File: config.mk
export PLATFORM = sky130hd
export DESIGN_NAME = fwp_top
export DESIGN_NICKNAME = d
export VERILOG_FILES = /design/src/fwp_bp_decode.sv /design/src/fwp_top.sv
export SDC_FILE = /design/constraint.sdc
export NUM_CORES = 1
export LEC_CHECK = 0
export BUFFER_PORTS_ARGS = -buffer_cell sky130_fd_sc_hd__buf_2
export CAP_MARGIN = 10
export CORE_MARGIN = 3
export CORE_UTILIZATION = 55
export DETAILED_ROUTE_END_ITERATION = 8
export GPL_TIMING_DRIVEN = 1
export PLACE_DENSITY_LB_ADDON = 0.15
export SLEW_MARGIN = 20
export SYNTH_ARGS = -nofsm -noshare
export SYNTH_HDL_FRONTEND = slang
export SYNTH_SLANG_ARGS = --single-unit
File: constraint.sdc
create_clock -name pclk -period 4.2 [get_ports pclk]
set_input_delay 0.21 -clock pclk [delete_from_list [all_inputs] [get_ports pclk]]
set_output_delay 0.21 -clock pclk [all_outputs]
set_load 0.005 [all_outputs]
File: src/fwp_bp_decode.sv
// Purpose: constants of the flash write-protect block and its area-size protect decoder
// Assumes: 16 MB array of 256 sectors, 16 subsectors each
// Notes: package and leaf decoder share this file

package fwp_pkg;
   localparam int ADDR_W = 24;
   localparam int SECT_W = 8;
   localparam int SUBS_W = 12;
   localparam int NUM_SECT = 256;
   localparam int SECT_LSB = 16;
   localparam int SUBS_LSB = 12;
   // apb byte offsets
   localparam logic [7:0] OFS_CMD = 8'h00;
   localparam logic [7:0] OFS_ADDR = 8'h04;
   localparam logic [7:0] OFS_STAT = 8'h08;
   localparam logic [7:0] OFS_LOCK = 8'h0c;
   // command word fields
   localparam int CMD_OP_LSB = 0;
   localparam int CMD_ARG_LSB = 4;
   localparam int CMD_CNT_LSB = 16;
   localparam int ARG_WLOCK = 0;
   localparam int ARG_LDOWN = 1;
   localparam int ARG_TB = 4;
   // status word fields
   localparam int ST_WEL = 0;
   localparam int ST_PWR = 1;
   localparam int ST_TB = 2;
   localparam int ST_CODE_LSB = 3;
   localparam int ST_REJ_LSB = 8;
   localparam int ST_OK = 11;
   // lock word fields
   localparam int LK_WLOCK = 0;
   localparam int LK_LDOWN = 1;
   localparam int LK_BPROT = 2;
   localparam int LK_SUBS_LSB = 4;
   localparam int LK_SECT_LSB = 16;
   localparam int CLK_PERIOD_NS = 8;
   localparam int CODE_ALL = 9;
   localparam logic [9:0] ALL_SECT = 10'h100;
   typedef enum logic [3:0] {OP_NOP, OP_WREN, OP_WRDI, OP_PROG, OP_SSE, OP_SE, OP_CE, OP_LOCKW, OP_WRSR} fwp_op_e;
   typedef enum logic [2:0] {REJ_NONE, REJ_FRACT, REJ_PWRUP, REJ_NOWEL, REJ_PROT, REJ_LDOWN} fwp_rej_e;
endpackage

`timescale 1ns/10ps

module fwp_bp_decode
   import fwp_pkg::*;
(
   input wire logic tb_sel,
   input wire logic [3:0] area_code,
   input wire logic [SECT_W-1:0] sector,
   output logic prot
);

   logic [9:0] count;
   logic [9:0] top_sum;

   always_comb
   begin
      if (area_code == 4'h0)
         count = 10'h000;
      else if (int'(area_code) >= CODE_ALL)
         count = ALL_SECT;
      else
         count = 10'h001 << (area_code - 4'h1);
      top_sum = {2'b00, sector} + count;
      if (tb_sel)
         prot = {2'b00, sector} < count;
      else
         prot = top_sum >= ALL_SECT;
   end

endmodule

File: src/fwp_top.sv
// Purpose: write-protect and address decode of a serial nor flash, reached over apb
// Assumes: command words arrive already framed, with their clock pulse count
// Notes: accepted program/erase commands leave as a one-cycle exec pulse
//
// The address map and register access over APB were chosen for this implementation.

`timescale 1ns/10ps

module fwp_top
   import fwp_pkg::*;
#(
   parameter int PWRUP_TIME_NS = 150000,
   parameter int PWRUP_CYCLES = (PWRUP_TIME_NS + CLK_PERIOD_NS - 1) / CLK_PERIOD_NS
)
(
   input wire logic pclk,
   input wire logic presetn,
   input wire logic psel,
   input wire logic penable,
   input wire logic pwrite,
   input wire logic [31:0] paddr,
   input wire logic [31:0] pwdata,
   output logic [31:0] prdata,
   output logic pready,
   output logic pslverr,
   output logic exec_valid,
   output logic [3:0] exec_op,
   output logic [ADDR_W-1:0] exec_addr
);

   localparam int CNT_W = $clog2(PWRUP_CYCLES + 1);

   generate
      if (PWRUP_CYCLES < 1)
      begin : g_bad
         $error("power-up count must be at least one cycle");
      end
   endgenerate

   function automatic logic is_modify(input fwp_op_e op);
      is_modify = (op == OP_PROG) || (op == OP_SSE) || (op == OP_SE) || (op == OP_CE) || (op == OP_LOCKW)
         || (op == OP_WRSR);
   endfunction

   ////////////////////////////////////////////////////////////////////////////
   // state

   logic [CNT_W-1:0] pwr_cnt, next_pwr_cnt;
   logic powered, next_powered;
   logic wel, next_wel;
   logic tb_sel, next_tb_sel;
   logic [3:0] area_code, next_area_code;
   logic [ADDR_W-1:0] addr, next_addr;
   logic [NUM_SECT-1:0] wlock, next_wlock;
   logic [NUM_SECT-1:0] ldown, next_ldown;
   logic [2:0] last_rej, next_last_rej;
   logic last_ok, next_last_ok;
   logic next_pready, next_pslverr, next_exec_valid;
   logic [31:0] next_prdata;
   logic [3:0] next_exec_op;
   logic [ADDR_W-1:0] next_exec_addr;

   logic [SECT_W-1:0] sector;
   logic [SUBS_W-1:0] subsector;
   logic bp_prot, any_prot, sect_prot, wr_done, rd_done, cmd_wr;
   logic op_known;
   logic [15:0] pulse_cnt;
   logic [7:0] arg;
   fwp_op_e op;
   fwp_rej_e rej;

   ////////////////////////////////////////////////////////////////////////////
   // address decode and protection lookup

   assign sector = addr[SECT_LSB +: SECT_W];
   assign subsector = addr[SUBS_LSB +: SUBS_W];

   fwp_bp_decode u_bp (
      .tb_sel(tb_sel),
      .area_code(area_code),
      .sector(sector),
      .prot(bp_prot)
   );

   // a nonzero area code always covers at least one sector
   assign any_prot = (|wlock) || (area_code != 4'h0);
   assign sect_prot = wlock[sector] || bp_prot;

   assign wr_done = psel && penable && pready && pwrite;
   assign rd_done = psel && penable && !pready && !pwrite;
   assign cmd_wr = wr_done && (paddr[7:0] == OFS_CMD) && (paddr[31:8] == 24'h000000);
   assign op = fwp_op_e'(pwdata[CMD_OP_LSB +: 4]);
   assign arg = pwdata[CMD_ARG_LSB +: 8];
   assign pulse_cnt = pwdata[CMD_CNT_LSB +: 16];
   // codes past the last defined op are dropped without touching the status word
   assign op_known = (pwdata[CMD_OP_LSB +: 4] <= 4'(OP_WRSR));

   ////////////////////////////////////////////////////////////////////////////
   // power-up timer

   always_comb
   begin
      next_pwr_cnt = pwr_cnt;
      next_powered = powered;
      if (!powered)
      begin
         next_pwr_cnt = pwr_cnt + CNT_W'(1);
         next_powered = (pwr_cnt == CNT_W'(PWRUP_CYCLES - 1));
      end
   end

   // counter freezes once powered, so it never wraps back into blocking
   always_ff @(posedge pclk or negedge presetn)
   begin
      if (!presetn)
      begin
         pwr_cnt <= '0;
         powered <= 1'b0;
      end
      else
      begin
         pwr_cnt <= next_pwr_cnt;
         powered <= next_powered;
      end
   end

   ////////////////////////////////////////////////////////////////////////////
   // command check
   // only the first failing check is reported in the status word

   always_comb
   begin
      rej = REJ_NONE;
      if ((pulse_cnt[2:0] != 3'h0) || (pulse_cnt == 16'h0000))
         rej = REJ_FRACT;
      else if (!powered)
         rej = REJ_PWRUP;
      else if (is_modify(op) && !wel)
         rej = REJ_NOWEL;
      else if (op == OP_LOCKW && ldown[sector])
         rej = REJ_LDOWN;
      else if ((op == OP_PROG || op == OP_SSE || op == OP_SE) && sect_prot)
         rej = REJ_PROT;
      else if (op == OP_CE && any_prot)
         rej = REJ_PROT;
   end

   always_comb
   begin
      next_wel = wel;
      next_tb_sel = tb_sel;
      next_area_code = area_code;
      next_wlock = wlock;
      next_ldown = ldown;
      next_last_rej = last_rej;
      next_last_ok = last_ok;
      next_exec_valid = 1'b0;
      next_exec_op = exec_op;
      next_exec_addr = exec_addr;
      next_addr = addr;
      if (wr_done && (paddr[7:0] == OFS_ADDR) && (paddr[31:8] == 24'h000000))
         next_addr = pwdata[ADDR_W-1:0];
      if (cmd_wr && op_known && op != OP_NOP)
      begin
         next_last_rej = rej;
         next_last_ok = (rej == REJ_NONE);
         // discarded fragments leave the latch alone; any whole modify attempt clears it
         if (rej != REJ_FRACT && is_modify(op))
            next_wel = 1'b0;
         if (rej == REJ_NONE)
         begin
            unique case (op)
               OP_WREN:
                  next_wel = 1'b1;
               OP_WRDI:
                  next_wel = 1'b0;
               OP_WRSR:
               begin
                  next_area_code = arg[3:0];
                  next_tb_sel = arg[ARG_TB];
               end
               OP_LOCKW:
               begin
                  next_wlock[sector] = arg[ARG_WLOCK];
                  next_ldown[sector] = arg[ARG_LDOWN];
               end
               OP_PROG, OP_SSE, OP_SE, OP_CE:
               begin
                  next_exec_valid = 1'b1;
                  next_exec_op = op;
                  next_exec_addr = addr;
               end
               default:
                  next_exec_valid = 1'b0;
            endcase
         end
      end
   end

   ////////////////////////////////////////////////////////////////////////////
   // apb slave, one wait state on every access

   always_comb
   begin
      next_pready = psel && penable && !pready;
      next_pslverr = 1'b0;
      next_prdata = 32'h00000000;
      if (next_pready)
      begin
         next_pslverr = (paddr[31:8] != 24'h000000) || (paddr[7:0] > OFS_LOCK) || (paddr[1:0] != 2'b00);
         if (rd_done)
         begin
            unique case (paddr[7:0])
               OFS_ADDR:
                  next_prdata[ADDR_W-1:0] = addr;
               OFS_STAT:
               begin
                  next_prdata[ST_WEL] = wel;
                  next_prdata[ST_PWR] = powered;
                  next_prdata[ST_TB] = tb_sel;
                  next_prdata[ST_CODE_LSB +: 4] = area_code;
                  next_prdata[ST_REJ_LSB +: 3] = last_rej;
                  next_prdata[ST_OK] = last_ok;
               end
               OFS_LOCK:
               begin
                  next_prdata[LK_WLOCK] = wlock[sector];
                  next_prdata[LK_LDOWN] = ldown[sector];
                  next_prdata[LK_BPROT] = bp_prot;
                  next_prdata[LK_SUBS_LSB +: SUBS_W] = subsector;
                  next_prdata[LK_SECT_LSB +: SECT_W] = sector;
               end
               default:
                  next_prdata = 32'h00000000;
            endcase
         end
      end
   end

   // bus answer registers, apart from the command state
   always_ff @(posedge pclk or negedge presetn)
   begin
      if (!presetn)
      begin
         pready <= 1'b0;
         pslverr <= 1'b0;
         prdata <= 32'h00000000;
      end
      else
      begin
         pready <= next_pready;
         pslverr <= next_pslverr;
         prdata <= next_prdata;
      end
   end

   always_ff @(posedge pclk or negedge presetn)
   begin
      if (!presetn)
      begin
         wel <= 1'b0;
         tb_sel <= 1'b0;
         area_code <= 4'h0;
         addr <= '0;
         wlock <= '1;
         ldown <= '0;
         last_rej <= REJ_NONE;
         last_ok <= 1'b0;
         exec_valid <= 1'b0;
         exec_op <= 4'h0;
         exec_addr <= '0;
      end
      else
      begin
         wel <= next_wel;
         tb_sel <= next_tb_sel;
         area_code <= next_area_code;
         addr <= next_addr;
         wlock <= next_wlock;
         ldown <= next_ldown;
         last_rej <= next_last_rej;
         last_ok <= next_last_ok;
         exec_valid <= next_exec_valid;
         exec_op <= next_exec_op;
         exec_addr <= next_exec_addr;
      end
   end

endmodule

==> summary.txt, run 1 <==
Power
  • Power per cell area: 344 nW/µm²
  • Share of power burned in registers: 48.2%
  • Switching Power: 2670 µW
  • IR Drop Worst-Case VDD: 0.000320 V
  • Switching part of the total power: 21.6%
  • Internal power: 9700 µW
  • Leak Pwr: 0.0170 µW
  • Comb pwr share: 2.4%
  • Clock group share of total power: 49.5%

Clocking
  • Maximum root-to-sink buffer count: 3
  • Cell at the root of the clock tree: sky130_fd_sc_hd__clkbuf_16
  • Register clock-pin slew on the reported worst setup and hold paths: 0.06 ns
  • CTS H-tree lvls: 3
  • Clock Latency Late Sink: 0.61 ns
  • CTS Buf Count: 68
  • Total number of clock tree sinks: 617
  • TritonCTS clock tree: done

STA
  • Worst setup margin: 0.0782 ns
  • Hold violation total from the final report: 0
  • Clock period minus final worst setup slack: 4.12 ns
  • Number of max-slew violations in the final report: 0
  • TNS Setup: 0 ns
  • Slew at the pin with the worst max-slew slack: 1.20 ns
  • Rel. slew slack: 19.6%
  • Unrepaired setup endpoints after global routing: false
  • Worst-case clock skew: 0.0233 ns
  • Timing-limited maximum frequency: 0.243 GHz
  • Setup-violating endpoint count in the final report: 0
  • Final cycle utilization of the critical path: 98.1%

Synthesis
  • Number of synthesis warnings: 0
  • Syn Inst Count: 2,592
  • Share of cell area taken by muxes after synthesis: 20.7%
  • Complex-gate fraction of the synthesized area: 11.7%
  • Flip-flop and latch count after synthesis: 617
  • Register area share after synthesis: 49.9%
  • Largest family of logic cells by synthesized area: multiplexers
  • Synth Area in Adders: 0.753%
  • Fraction of registers with async set/reset: 100%
  • Xor and xnor area share after synthesis: 0.389%
  • Number of distinct library cells after synthesis: 71
  • Syn avg cell area: 12.2 µm²
  • Post-synthesis simple-gate area fraction: 11.7%
  • Post-synth EDFFs: 0
  • Dominant register cell in the synthesized netlist: sky130_fd_sc_hd__dfrtp_1
  • Syn Std Cell Area: 31,600 µm²

Place
  • HPWL after DPL: 60,700 µm
  • Final weighted congestion in routability-driven placement: 0.957
  • Pre-CTS worst setup slack: -0.214 ns
  • Number of instances in the placed design: 3,316
  • Count of input and output buffers: 123

Floorplanning
  • Width of the die: 246 µm
  • Die boundary height: 246 µm
  • Row count: 87
  • Starting utilization of the core area: 55.7%
  • Total core area: 56,600 µm²
  • I/O Pins: 132
  • Die area: 60,300 µm²

Setup path
  • Arrival time of data at the critical path endpoint: 4.65 ns
  • Launching element type of the critical path: flip-flop
  • Largest incremental delay on the critical path: 0.52 ns
  • Critical path endpoint category: flip-flop
  • Length in cells of the worst reg-to-reg path: 15
  • Ordered cell list for the critical path: buf_8 -> mux4_2 -> mux2_2 -> o22ai_1 -> nor4_1 -> buf_4 -> a2111o_1 -> nor3_2 -> a211oi_4 -> buf_12 -> buf_4 -> buf_12 -> nor4_1 -> buf_4 -> mux2_1
  • Sum of buffers and inverters on the critical path: 6
  • Critical Path Stages: 15
  • Largest fanout of any net on the critical path: 27
  • Startpoint of the most critical register-to-register path: addr[17]
  • Setup slack of the most critical reg-to-reg path: 0.08 ns
  • CP startpoint: addr[17]
  • Most used cell, CP: sky130_fd_sc_hd__buf_4
  • Reg-to-reg critical path endpoint: wlock[148]
  • Crit path kind: flip-flop to flip-flop
  • Capture point of the critical path: wlock[148]
  • Cell type group with the largest total delay on the critical path: multiplexers
  • Data required, critical path: 4.73 ns
  • Slowest-stage cell, CP: sky130_fd_sc_hd__mux4_2

Cells and area
  • Proportion of layout cells with a drive suffix above 1: 30.5%
  • Post-Route Utilization: 63.6%
  • Post-route insts no fill: 3,473
  • Area delta synth->final: 14.0%
  • Post-layout net count: 2,750

Status
  • Outcome: completed

GRT
  • Wire length of the first global-routing pass: 154,000 µm
  • Aggregate global routing overflow: 0
  • Number of global-route vias before repair: 24,896
  • Combined global-route utilization of all metal layers: 33.1%
  • Initial antenna violation count: 1
  • Largest net degree at the start of global routing: 186

Routing
  • Total vias in the final route: 24,777
  • Number of iterations in the first detailed-routing pass: 7
  • Routed Antenna Nets: 0
  • Via-to-Cell Ratio: 7.13
  • Initial DRC Count: 2,621
  • Final routed wirelength across all metal layers: 100,000 µm
  • Post-route DRC: 0
  • Drt wl/cell: 28.9 µm

Hold path
  • Startpoint of the worst hold path: pwdata[5]
  • Worst min path class: primary input to flip-flop

Job
  • Max Cap Viol: 0
==> state kept, by name, summed over array words and instances, names as in the netlist <==
signal and cells:
exec_valid 1, last_rej 3, powered 1, pwr_cnt 15, tb_sel 1, pslverr 1, ldown 256, pready 1
exec_op 4, prdata 24, wlock 256, area_code 4, wel 1, exec_addr 24, addr 24, last_ok 1
==> worst min path at each step <==
| stage | endpoint | slack (ns) | cells past startpoint |
|---|---|---|---|
| finish | area_code[1] | 0.04 | 2 |
| global placement | ldown[195] | 0.31 | 1 |
| detailed placement | ldown[193] | 0.32 | 1 |
| floorplan | addr[0] | -0.09 | 0 |
| global route | addr[5] | 0.009 | 2 |
| CTS | addr[5] | 0.007 | 2 |
==> synth_stat cells (37+ instances only) <==
master / n / area, µm²
sky130_fd_sc_hd__mux2_1: 236 / 2660
sky130_fd_sc_hd__mux2i_1: 161 / 1610
sky130_fd_sc_hd__nor4_1: 339 / 2120
sky130_fd_sc_hd__nand2_1: 100 / 375
sky130_fd_sc_hd__nand3_1: 39 / 195
sky130_fd_sc_hd__nor2_1: 70 / 263
sky130_fd_sc_hd__dfstp_2: 256 / 6730
sky130_fd_sc_hd__a41o_1: 251 / 2510
sky130_fd_sc_hd__mux2_2: 76 / 856
sky130_fd_sc_hd__buf_2: 92 / 460
sky130_fd_sc_hd__clkbuf_1: 175 / 657
sky130_fd_sc_hd__a21oi_1: 37 / 185
sky130_fd_sc_hd__mux4_2: 63 / 1420
sky130_fd_sc_hd__a22oi_1: 57 / 428
sky130_fd_sc_hd__dfrtp_1: 361 / 9030
==> cell families after synthesis <==
group | count (synthesis)
and+or+nand+nor | 659
DFF | 617
muxes | 536
AOI/OAI and AO/OA | 418
buffers and inverters | 328
adders and majority gates | 19
xor gates and xnor gates | 14
other | 1
==> cells in the final DEF (no fill, tap or decap), drive strengths merged, types with 6 or more instances in the layout <==
| cell | count |
|---|---|
| mux2i | 161 |
| nor2 | 72 |
| nand4 | 20 |
| dlygate4sd3 | 22 |
| nor4 | 341 |
| nand3 | 39 |
| and3 | 6 |
| dfstp | 256 |
| o21ai | 13 |
| mux4 | 63 |
| ha | 19 |
| a21oi | 38 |
| o22ai | 6 |
| nor3 | 23 |
| a31oi | 8 |
| a22oi | 57 |
| dfrtp | 361 |
| clkbuf | 103 |
| and2 | 8 |
| clkinv | 14 |
| conb | 8 |
| nand2 | 100 |
| a41o | 251 |
| buf | 275 |
| mux2 | 312 |
| or2 | 6 |
| nor2b | 14 |
| nand2b | 14 |
| inv | 24 |
| xnor2 | 10 |
==> power by group through the flow <==
stage               Clock (µW)  Sequential, µW  Combinational [µW]
finish                    6120            5960                 293
global route              6460            5960                 325
CTS                       6190            5960                 296
detailed placement           0            6060                 280
global placement             0            6060                 272
floorplan                    0            6060                81.2
==> layout make-up <==
type                            instances  area, µm²
Tap cell                              756        946
Timing Repair Buffer                  298       2420
Fill cell                            4404      20600
Antenna cell                            2       5.00
Clock buffer                          102       2110
Sequential cell                       617      15800
Clock inverter                         21        198
Inverter                               23       86.3
Multi-Input combinational cell       1654      14400
==> repair_timing <==
action	in CTS	in global routing
hold buffers	22	0
setup endpoints to repair	240	162
setup buffers	8	2
endpoints found under the hold margin	102	0
resized for setup	0	1
pin swaps	1	1
==> layer usage <==
layer | global-route usage (%) | share of wire, % | up-vias
met3 | 7.64 | 8.9 | 307
met5 | 0 | 0.013 | -
met1 | 45.4 | 41 | 12803
met2 | 50.7 | 45 | 1310
met4 | 14.3 | 4.6 | 2
li1 | - | - | 10355
==> stage by stage <==
step                hold slack, ns  instance area (µm²)  total power, µW
finish                      0.0414                36000            12400
global route               0.00866                36000            12700
CTS                        0.00727                35900            12400
detailed placement           0.316                33300             6340
global placement             0.307                33300             6330
floorplan                  -0.0856                31600             6140
Note: power is estimated with default switching activity, not from simulation.
==> run 2, diff against run 1 <==
CORE_UTILIZATION = 50   (was 55)
==> summary.txt, run 2 (synthesis gave the netlist of run 1 again) <==
Status
  • Outcome: completed

STA
  • Clock period minus final worst setup slack: 4.08 ns (-0.0370 ns)
  • Worst hold margin: 0.0250 ns (-0.0163 ns)
  • Number of max-slew violations in the final report: 0 (unchanged)
  • Slew at the pin with the worst max-slew slack: 1.31 ns (+0.102 ns)
  • Worst-case clock skew: 0.0269 ns (+0.00369 ns)
  • Timing-limited maximum frequency: 0.245 GHz (+0.91%)
  • Final cycle utilization of the critical path: 97.3% (-0.88 points)
  • TNS Setup: 0 ns (unchanged)
  • Setup-violating endpoint count in the final report: 0 (unchanged)
  • Hold violation total from the final report: 0 (unchanged)
  • Rel. slew slack: 12.8% (-6.8 points)

Place
  • Area of placed instances: 33,600 µm² (+0.82%)
  • HPWL after DPL: 64,100 µm (+5.6%)
  • Final weighted congestion in routability-driven placement: 0.931 (-2.6%)
  • Count of input and output buffers: 123 (unchanged)

Setup path
  • Crit path kind: flip-flop to flip-flop
  • Critical path endpoint category: flip-flop
  • Launching element type of the critical path: flip-flop
  • Largest fanout of any net on the critical path: 14 (-48%)
  • Data required, critical path: 4.69 ns (-0.04 ns)
  • Arrival time of data at the critical path endpoint: 4.58 ns (-0.07 ns)

Routing
  • Post-route DRC: 0 (unchanged)
  • Number of iterations in the first detailed-routing pass: 6 (-1)
  • Initial DRC Count: 2,329 (-11%)
  • Final routed wirelength across all metal layers: 102,000 µm (+1.7%)
  • Via-to-Cell Ratio: 6.85 (-4.0%)
  • Routed Antenna Nets: 0 (unchanged)
  • Drt wl/cell: 28.5 µm (-1.1%)
  • Total vias in the final route: 24,458 (-1.3%)

GRT
  • Initial antenna violation count: 1 (unchanged)
  • Largest net degree at the start of global routing: 170 (-8.6%)
  • Aggregate global routing overflow: 0 (unchanged)
  • Wire length of the first global-routing pass: 156,000 µm (+1.5%)
  • Combined global-route utilization of all metal layers: 30.5% (-2.6 points)
  • Number of global-route vias before repair: 25,209 (+1.3%)

Hold path
  • Worst min path class: primary input to flip-flop

Clocking
  • CTS Buf Count: 70 (+2.9%)
  • CTS H-tree lvls: 3 (unchanged)
  • Register clock-pin slew on the reported worst setup and hold paths: 0.06 ns (about the same)
  • Total number of clock tree sinks: 617 (unchanged)
  • TritonCTS clock tree: done
  • Maximum root-to-sink buffer count: 3 (unchanged)
  • Clock Latency Late Sink: 0.62 ns (about the same)
  • Cell at the root of the clock tree: sky130_fd_sc_hd__clkbuf_16

Floorplanning
  • Die area: 66,200 µm² (+9.8%)
  • Starting utilization of the core area: 50.8% (-4.9 points)
  • Width of the die: 257 µm (+4.8%)
  • Row count: 91 (+4.6%)
  • Die boundary height: 257 µm (+4.8%)
  • I/O Pins: 132 (unchanged)
  • Total core area: 62,100 µm² (+9.6%)

Power
  • Leak Pwr: 0.0171 µW (+0.75%)
  • Power per cell area: 347 nW/µm² (+1.1%)
  • IR Drop Worst-Case VDD: 0.000280 V (-12%)

Job
  • Max Cap Viol: 0 (unchanged)

Cells and area
  • Leading cell type in the layout, fill and taps excluded: sky130_fd_sc_hd__dfrtp_1
  • Proportion of layout cells with a drive suffix above 1: 30.6% (+0.14 points)
  • Post-layout instance area: 36,300 µm² (+0.87%)
  • Antenna cell count: 0 (-2)
  • Area delta synth->final: 15.0%
  • Most frequent cells in the layout: sky130_fd_sc_hd__dfrtp_1 (358), sky130_fd_sc_hd__nor4_1 (338), sky130_fd_sc_hd__dfstp_2 (256), sky130_fd_sc_hd__a41o_1 (251), sky130_fd_sc_hd__mux2_1 (236)
  • Registers with the highest flip-flop counts: ldown: 256 flops, wlock: 256 flops
  • Post-layout net count: 2,771 (+0.76%)
-- run 2: per-stage QoR --
stage	util, %	instances	worst slack (ns)	power (µW)
after global routing	58.5	3572	-0.00197	12900
after detailed placement	54.1	3417	0.168	6340
after CTS	58.4	3566	0.141	12700
after floorplan	-	2599	0.735	6140
after global placement	54.1	3417	0.219	6330
final	58.5	3572	0.115	12600
-- run 2: power by group --
part	switching (µW)	leakage (µW)	total (µW)	internal (µW)
Combinational	228	0.00832	299	70.5
Clock	2500	0.00118	6350	3850
Sequential	0.431	0.00764	5960	5960
-- run 2: final cells by class --
type | instances | area [µm²]
clock buffer | 105 | 2120
clock inverter | 19 | 264
fill | 5074 | 25800
inverter | 23 | 86.3
multi-input combinational | 1655 | 14400
sequential | 617 | 15800
tap | 837 | 1050
timing repair buffer | 316 | 2560
-- run 2: worst max-delay path: stages, from the launching register on --
cell and delay [ns]:
sky130_fd_sc_hd__dfstp_2 0.38, sky130_fd_sc_hd__nor4_1 0.55, sky130_fd_sc_hd__buf_4 0.21, sky130_fd_sc_hd__nand4_1 0.15, sky130_fd_sc_hd__or4_1 0.66, sky130_fd_sc_hd__nor4_1 0.20, sky130_fd_sc_hd__nand4_1 0.26, sky130_fd_sc_hd__nand2_1 0.21
sky130_fd_sc_hd__o21ai_0 0.36, sky130_fd_sc_hd__nor2_4 0.57, sky130_fd_sc_hd__mux2_2 0.40
-- run 2: repair_timing --
action                     in CTS  in global routing
buffers inserted                0                  5
resized for setup               0                  3
hold buffers                   25                  0
hold endpoints to repair      129                  0
setup endpoints to repair       0                263
-- run 2: metal layers --
layer | wire length, µm | up-vias | global-route usage (%) | part of all wire [%]
li1 | - | 10393 | - | -
met1 | 42500 | 12678 | 41.6 | 42
met2 | 47100 | 1110 | 47.9 | 46
met3 | 7770 | 275 | 5.61 | 7.6
met4 | 4630 | 2 | 13.3 | 4.5
met5 | 13 | - | 0 | 0.013
-- run 2: final timing paths --
check | startpoint | end | cells after the start | slack (ns)
max | wlock[91] | exec_addr[6] | 10 | 0.12
min in group asynchronous | presetn | ldown[244] | 2 | 0.27
min | pwdata[3] | addr[3] | 2 | 0.03
min reg2reg | ldown[188] | ldown[188] | 1 | 0.46
max in group asynchronous | presetn | wlock[75] | 3 | 2.70
max reg2reg | wlock[91] | exec_addr[6] | 10 | 0.12
